==> src/sfr_pkg.sv <==
package sfr_pkg;
    // ----------------------------------------
    // register map (byte addresses)
    // ----------------------------------------
    localparam logic [7:0] ADDR_ENABLE_LO = 8'h00;
    localparam logic [7:0] ADDR_ENABLE_HI = 8'h01;
    localparam logic [7:0] ADDR_FLAG_LO = 8'h02;
    localparam logic [7:0] ADDR_FLAG_HI = 8'h03;
    localparam logic [7:0] ADDR_IRQ_STATUS = 8'h04;
    localparam logic [7:0] ADDR_IRQ_CLEAR = 8'h05;
    localparam logic [7:0] ADDR_IRQ_ENABLE = 8'h06;

    // ----------------------------------------
    // enable register fields
    // ----------------------------------------
    localparam int BIT_WDOG_IRQ_EN = 0;
    localparam int BIT_OSC_FAULT_IRQ_EN = 1;
    localparam int BIT_PIN_NMI_IRQ_EN = 4;
    localparam int BIT_FLASH_VIOLATION_IRQ_EN = 5;
    localparam logic [7:0] ENABLE_MASK = 8'h33;
    localparam logic [7:0] ENABLE_RESET = 8'h00;

    // ----------------------------------------
    // flag register fields
    // ----------------------------------------
    localparam int BIT_WDOG_FLAG = 0;
    localparam int BIT_OSC_FAULT_FLAG = 1;
    localparam int BIT_POWER_ON_FLAG = 2;
    localparam int BIT_EXT_RESET_FLAG = 3;
    localparam int BIT_PIN_NMI_FLAG = 4;
    localparam logic [7:0] FLAG_MASK = 8'h1F;
    localparam logic [7:0] FLAG_POR_MASK = 8'h0D;
    localparam logic [7:0] FLAG_POR_RESET = 8'h04;
    localparam logic [7:0] FLAG_CLR_MASK = 8'h12;
    localparam logic [7:0] FLAG_CLR_RESET = 8'h02;

    // ----------------------------------------
    // event interrupt layout
    // ----------------------------------------
    localparam int NUM_EVENTS = 4;
    localparam int EVT_OSC_FAULT = 0;
    localparam int EVT_PIN_NMI = 1;
    localparam int EVT_FLASH_VIOLATION = 2;
    localparam int EVT_WDOG_INTERVAL = 3;
    localparam logic [3:0] EVT_RESET = 4'h0;
    localparam logic [15:0] NMI_VECTOR_ADDR = 16'hFFFC;
endpackage : sfr_pkg

==> src/sfr_event_if.sv <==
interface sfr_event_if;
    logic [3:0] event_pulse;
    logic [7:0] clear_bits;
    logic clear_we;
    logic [7:0] enable_bits;
    logic enable_we;
    logic [3:0] status;
    logic [3:0] enable;
    logic irq;

    modport bank
    (
        output event_pulse,
        output clear_bits,
        output clear_we,
        output enable_bits,
        output enable_we,
        input status,
        input enable,
        input irq
    );

    modport ctrl
    (
        input event_pulse,
        input clear_bits,
        input clear_we,
        input enable_bits,
        input enable_we,
        output status,
        output enable,
        output irq
    );
endinterface : sfr_event_if

==> src/sfr_irq_ctrl.sv <==
module sfr_irq_ctrl
(
    input wire logic clk_sys_i, // system clock
    input wire logic resetn_i, // sync reset, active low
    sfr_event_if.ctrl ev // event/irq channel
);
    logic [3:0] status_reg;
    logic [3:0] status_next;
    logic [3:0] enable_reg;
    logic [3:0] enable_next;
    logic irq_reg;
    logic irq_next;

    always_comb
    begin
        // set wins over a same-cycle clear
        status_next = status_reg;
        if (ev.clear_we)
        begin
            status_next = status_reg & ~ev.clear_bits[3:0];
        end
        status_next = status_next | ev.event_pulse;
        enable_next = ev.enable_we ? ev.enable_bits[3:0] : enable_reg;
        irq_next = |(status_next & enable_next);
    end

    always_ff @(posedge clk_sys_i)
    begin
        if (!resetn_i)
        begin
            status_reg <= sfr_pkg::EVT_RESET;
            enable_reg <= sfr_pkg::EVT_RESET;
            irq_reg <= 1'b0;
        end
        else
        begin
            status_reg <= status_next;
            enable_reg <= enable_next;
            irq_reg <= irq_next;
        end
    end

    assign ev.status = status_reg;
    assign ev.enable = enable_reg;
    assign ev.irq = irq_reg;
endmodule : sfr_irq_ctrl

==> src/sfr_bank.sv <==
// Operation
// - unassigned bit positions hold no storage.
// - enable byte 00h: bits 0,1,4,5, cleared by power-up-clear reset.
// - watchdog enable gates watchdog irq only in interval timer mode.
// - flag byte 02h: watchdog, osc fault, power-on, ext reset, pin nmi.
// - all implemented enable and flag bits are read/write.
// - power-on reset sets power-on flag, clears watchdog and ext reset flags.
// - power-up-clear reset sets osc fault flag, clears pin nmi flag.
// - oscillator fault detection sets osc fault flag.
// - power-on reset event sets power-on flag.
// - pin reset in reset mode sets ext reset flag; power-on reset clears it.
// - pin nmi event sets pin nmi flag.
// - osc, nmi, flash events gated only by own enable; shared vector.
//
// Design decision made here: the strobed register port.
module sfr_bank
(
    input wire logic clk_sys_i, // system clock, 40 MHz
    input wire logic resetn_i, // power-up-clear reset, sync, active low
    input wire logic por_n_i, // power-on reset, sync, active low
    input wire logic [7:0] addr_i, // register byte address
    input wire logic [7:0] wdata_i, // write data
    input wire logic wr_i, // write strobe
    input wire logic rd_i, // read strobe
    output logic [7:0] rdata_o, // read data, cycle after rd_i
    input wire logic osc_fault_i, // oscillator fault detected
    input wire logic wdog_event_i, // watchdog expiry event
    input wire logic wdog_interval_mode_i, // 1: interval timer, 0: watchdog mode
    input wire logic pin_reset_i, // reset seen on shared pin in reset mode
    input wire logic pin_nmi_i, // nmi event on shared pin
    input wire logic flash_violation_i, // flash access violation flag level
    output logic nmi_req_o, // request to the nmi vector
    output logic wdog_irq_o, // maskable watchdog interval request
    output logic irq_o // level interrupt of the event status block
);
    // ----------------------------------------
    // state
    // ----------------------------------------
    logic [7:0] enable_reg;
    logic [7:0] enable_next;
    logic [7:0] flag_reg;
    logic [7:0] flag_next;
    logic [7:0] rdata_reg;
    logic [7:0] rdata_next;
    logic nmi_req_reg;
    logic nmi_req_next;
    logic wdog_irq_reg;
    logic wdog_irq_next;
    logic [7:0] hw_set;
    logic flash_prev_reg;
    logic pwr_clear_n;

    sfr_event_if ev ();

    // a power-on reset must clear the event block as well
    assign pwr_clear_n = resetn_i & por_n_i;

    sfr_irq_ctrl u_irq
    (
        .clk_sys_i(clk_sys_i),
        .resetn_i(pwr_clear_n),
        .ev(ev)
    );

    // ----------------------------------------
    // hardware event sources
    // ----------------------------------------
    always_comb
    begin
        hw_set = 8'h00;
        hw_set[sfr_pkg::BIT_WDOG_FLAG] = wdog_event_i;
        hw_set[sfr_pkg::BIT_OSC_FAULT_FLAG] = osc_fault_i;
        hw_set[sfr_pkg::BIT_EXT_RESET_FLAG] = pin_reset_i;
        hw_set[sfr_pkg::BIT_PIN_NMI_FLAG] = pin_nmi_i;
    end

    // ----------------------------------------
    // register next values
    // ----------------------------------------
    always_comb
    begin
        enable_next = enable_reg;
        flag_next = flag_reg;
        if (wr_i && addr_i == sfr_pkg::ADDR_ENABLE_LO)
        begin
            enable_next = wdata_i & sfr_pkg::ENABLE_MASK;
        end
        if (wr_i && addr_i == sfr_pkg::ADDR_FLAG_LO)
        begin
            flag_next = wdata_i & sfr_pkg::FLAG_MASK;
        end
        // hardware set applied last so it wins over a write of zero
        flag_next = (flag_next | hw_set) & sfr_pkg::FLAG_MASK;
        enable_next = enable_next & sfr_pkg::ENABLE_MASK;
    end

    always_comb
    begin
        rdata_next = 8'h00;
        if (rd_i)
        begin
            case (addr_i)
                sfr_pkg::ADDR_ENABLE_LO: rdata_next = enable_reg;
                sfr_pkg::ADDR_FLAG_LO: rdata_next = flag_reg;
                sfr_pkg::ADDR_IRQ_STATUS: rdata_next = {4'h0, ev.status};
                sfr_pkg::ADDR_IRQ_ENABLE: rdata_next = {4'h0, ev.enable};
                default: rdata_next = 8'h00;
            endcase
        end
    end

    // ----------------------------------------
    // request outputs
    // ----------------------------------------
    always_comb
    begin
        // global interrupt enable is not consulted here
        nmi_req_next = (flag_reg[sfr_pkg::BIT_OSC_FAULT_FLAG]
            & enable_reg[sfr_pkg::BIT_OSC_FAULT_IRQ_EN])
            | (flag_reg[sfr_pkg::BIT_PIN_NMI_FLAG]
            & enable_reg[sfr_pkg::BIT_PIN_NMI_IRQ_EN])
            | (flash_violation_i
            & enable_reg[sfr_pkg::BIT_FLASH_VIOLATION_IRQ_EN]);
        wdog_irq_next = wdog_interval_mode_i
            & flag_reg[sfr_pkg::BIT_WDOG_FLAG]
            & enable_reg[sfr_pkg::BIT_WDOG_IRQ_EN];
    end

    // ----------------------------------------
    // event status block feed
    // ----------------------------------------
    always_comb
    begin
        ev.event_pulse = 4'h0;
        ev.event_pulse[sfr_pkg::EVT_OSC_FAULT] = osc_fault_i
            & ~flag_reg[sfr_pkg::BIT_OSC_FAULT_FLAG];
        ev.event_pulse[sfr_pkg::EVT_PIN_NMI] = pin_nmi_i;
        ev.event_pulse[sfr_pkg::EVT_FLASH_VIOLATION] = flash_violation_i & ~flash_prev_reg;
        ev.event_pulse[sfr_pkg::EVT_WDOG_INTERVAL] = wdog_event_i & wdog_interval_mode_i;
        ev.clear_bits = wdata_i;
        ev.clear_we = wr_i && addr_i == sfr_pkg::ADDR_IRQ_CLEAR;
        ev.enable_bits = wdata_i;
        ev.enable_we = wr_i && addr_i == sfr_pkg::ADDR_IRQ_ENABLE;
    end

    // ----------------------------------------
    // registers
    // ----------------------------------------
    always_ff @(posedge clk_sys_i)
    begin
        // power-on bits follow only por_n_i, the rest both por_n_i and the power-up clear
        if (!por_n_i)
        begin
            flag_reg[sfr_pkg::BIT_WDOG_FLAG] <= 1'b0;
            flag_reg[sfr_pkg::BIT_POWER_ON_FLAG] <= 1'b1;
            flag_reg[sfr_pkg::BIT_EXT_RESET_FLAG] <= 1'b0;
        end
        else
        begin
            flag_reg[sfr_pkg::BIT_WDOG_FLAG] <= flag_next[sfr_pkg::BIT_WDOG_FLAG];
            flag_reg[sfr_pkg::BIT_POWER_ON_FLAG] <= flag_next[sfr_pkg::BIT_POWER_ON_FLAG];
            flag_reg[sfr_pkg::BIT_EXT_RESET_FLAG] <= flag_next[sfr_pkg::BIT_EXT_RESET_FLAG];
        end
        if (!resetn_i || !por_n_i)
        begin
            enable_reg <= sfr_pkg::ENABLE_RESET;
            flag_reg[sfr_pkg::BIT_OSC_FAULT_FLAG] <= 1'b1;
            flag_reg[sfr_pkg::BIT_PIN_NMI_FLAG] <= 1'b0;
            rdata_reg <= 8'h00;
            nmi_req_reg <= 1'b0;
            wdog_irq_reg <= 1'b0;
            flash_prev_reg <= 1'b0;
        end
        else
        begin
            enable_reg <= enable_next;
            flag_reg[sfr_pkg::BIT_OSC_FAULT_FLAG] <= flag_next[sfr_pkg::BIT_OSC_FAULT_FLAG];
            flag_reg[sfr_pkg::BIT_PIN_NMI_FLAG] <= flag_next[sfr_pkg::BIT_PIN_NMI_FLAG];
            rdata_reg <= rdata_next;
            nmi_req_reg <= nmi_req_next;
            wdog_irq_reg <= wdog_irq_next;
            flash_prev_reg <= flash_violation_i;
        end
        // unimplemented flag bits hold no storage
        flag_reg[7:5] <= 3'h0;
    end

    assign rdata_o = rdata_reg;
    assign nmi_req_o = nmi_req_reg;
    assign wdog_irq_o = wdog_irq_reg;
    assign irq_o = ev.irq;
endmodule : sfr_bank

==> config.mk <==
export PLATFORM = sky130hd
export DESIGN_NAME = sfr_bank
export DESIGN_NICKNAME = d
export VERILOG_FILES = /design/src/sfr_pkg.sv /design/src/sfr_event_if.sv /design/src/sfr_irq_ctrl.sv /design/src/sfr_bank.sv
export SDC_FILE = /design/constraint.sdc
export NUM_CORES = 1
export LEC_CHECK = 0
export BUFFER_PORTS_ARGS = -buffer_cell sky130_fd_sc_hd__buf_2
export CORE_MARGIN = 1.5
export CORE_UTILIZATION = 30
export DETAILED_ROUTE_END_ITERATION = 10
export PLACE_DENSITY = 0.59
export SLEW_MARGIN = 25
export SYNTH_ARGS = -nofsm -noshare
export SYNTH_HDL_FRONTEND = slang
export SYNTH_SLANG_ARGS = --single-unit
export TNS_END_PERCENT = 5
==> constraint.sdc <==
create_clock -name clk_sys_i -period 3.5 [get_ports clk_sys_i]
set_input_delay 0.35 -clock clk_sys_i [delete_from_list [all_inputs] [get_ports clk_sys_i]]
set_output_delay 0.35 -clock clk_sys_i [all_outputs]
set_load 0.01 [all_outputs]
==> impl_results.md <==
* Status: complete, no violations
* CP max FO at 8
* RSZ-0062 raised after global routing: no
* Post-CTS Hold Fix Bufs at 0
* Worst hold stages at 2
* Post-route clock period utilization at 0.5105
* Max FFs per register at 6
* Area grow syn2layout at 17.13%
* Worst R2R Path Depth at 4
* Yosys top cell area share at 0.4158
* Pins Over Slew Limit at 0
* CTS Buf Count at 3
* GRT Resource Usage Total at 0.1537
* Die width at 68.83 um
* Async SR Flop Fraction at 0
* Clk slew on worst S/H paths at 0.09 ns
* PD cells at 358.1 nW/um^2
* Row Count at 23
* Antenna diode count at 0
* Die footprint at 4737 sq um
* Mean Syn Cell Area at 8.844 sq um
* Final GP Congestion at 0.8826
* Top Ports at 38
* Filler instances at 454
* Yosys cell types at 36
* WS Path Type: in2reg
* Wirelength per Cell at 14.65 um
* Mapped cell area at 1300 sq um
* Crit path DAT at 1.95 ns
* Vias in the first global route at 1150
* Height of the die at 68.83 um
* H-tree levels at 1
* Max-Cap Viols at 0
* Post-synth top flop: dfxtp_1
* Longest Clk Path Bufs at 2
* Sequential area share after synthesis at 0.4158
* Final setup TNS at 0 ns
* Met1 Wirelength at 1562 um
* Crit path launch type: input pin
* Global-route wire length before repair at 5326 um
* Max Freq at 559.6 MHz
* Top Metal Used: met4
* First drt pass iteration count at 4
* Vias/cell at 5.360
* Req. time, crit path at 3.67 ns
* CP Capture Type: flop
* Buffers on Ports at 33
* Worst Skew at 0.001693 ns
* Core Area at 4086 sq um
* Slew Limit Headroom at 0.5525
* Post-Synthesis Cells at 147
* ANT nets after route at 0
* Measured slew at the worst slew-check pin at 0.6657 ns
* Total number of vias at 1206
* Initial Util at 0.3181
* Sink Count at 27
* Endpoints failing setup at 0
* CTS tree: built
* Min-delay worst type: in2reg
* Synth area leader: dfxtp_1
* WL met2 at 1535 um
* Largest net degree at the start of global routing at 15
* Syn. warnings at 0
* Share of layout cells above drive strength 1 at 0.2743
* Worst-Skew Late Latency at 0.27 ns
* Remaining DRCs at 0
* Commonest non-fill, non-tap cell in the layout: buf_2
* Overflow after GRT at 0
* Initial DRC Count at 56
* DR WL met3 at 165 um
* Nets at 203
* Synth top area cells: dfxtp_1, nor4_2, o31a_1, nor2_1, inv_1
* Fin crit period at 1.787 ns
* Detailed Place HPWL at 2472 um
* Post-CTS Resized at 0
* VDD IR-drop max at 0.2471 mV
* Leak at 0.5769 nW
* Most frequent cells in the layout: buf_2, dfxtp_1, nor2_1
* Fin Hold WS at 0.3024 ns
* Initial antenna violation count at 0
* Pwr Total at 0.5453 mW
* Post-Route WL at 3297 um
* Final hold vios at 0
* Setup bufs post-CTS at 0
* Clock Tree Root: clkbuf_8
* Post-synth EDFFs at 0
* Yosys reg bits at 27
through the flow:
step                  util  std cells  setup slack [ns]  cell area [sq um]
global route        0.3726        225             1.594               1523
CTS                 0.3726        225             1.719               1523
floorplan                -        148             1.639               1304
finish              0.3726        225             1.713               1523
global placement    0.3616        221             1.449               1478
detailed placement  0.3616        221             1.426               1478
per-layer routing:
metal,GRT usage,up-vias
li1,-,598
met4,0.05882,0
met3,0.03734,4
met5,0,-
met1,0.2020,564
met2,0.2428,40
final cells by class:
type / count / area [sq um] / area share
timing repair buffer: 33 / 165.2 / 0.1085
multi-input combinational: 100 / 668.1 / 0.4388
tap: 50 / 62.56 / 0.04108
inverter: 11 / 41.29 / 0.02712
clock buffer: 4 / 45.04 / 0.02958
sequential: 27 / 540.5 / 0.3550
worst max-delay path, cell delays in order:
cell      delay [ns]
buf_2           0.11
nor4_2          0.62
and4_1          0.48
a21boi_1        0.11
o31a_1          0.28
cells in the mapped netlist, types with 2 or more instances:
cell and instances:
a41oi_1 4, or2_2 2, clkbuf_1 6, and4_1 2
dfxtp_1 27, a21oi_1 6, nand2_1 7, nor4_2 6
nand3_1 8, a21boi_1 2, o21ai_1 4, a22oi_1 5
nor2b_1 2, and2_1 2, nor2_1 13, o21ai_0 6
or4_4 2, o31a_1 6, o22ai_1 3, o21a_1 4
nand4_1 2, buf_4 2, nor3_1 2, o311ai_1 2
inv_1 11
cell families (layout without fill, tap and decap cells):
kind of cell / count (synthesis) / after routing / share of synthesized area
mux: 1 / 1 / 0.008662
compound gates: 46 / 46 / 0.2474
other cells: 1 / 2 / 0.002885
simple gates: 51 / 51 / 0.2522
buf+inv: 21 / 48 / 0.07314
flops: 27 / 27 / 0.4158
where the power goes:
part / internal, mW / leakage, nW / switching [mW]
Sequential: 0.311 / 0.219 / 0.00185
Combinational: 0.0198 / 0.335 / 0.0371
Clock: 0.0815 / 0.0228 / 0.0938
Total: 0.413 / 0.577 / 0.133
final timing paths:
path | startpoint | end | slack, ns
max reg2reg | u_irq.ev.status[2] | u_irq.ev.irq | 2.51
min | pin_reset_i | flag_reg[3] | 0.30
min reg2reg | enable_reg[0] | wdog_irq_o | 0.47
max | addr_i[5] | flag_reg[3] | 1.71
Note: power is estimated with default switching activity, not from simulation.
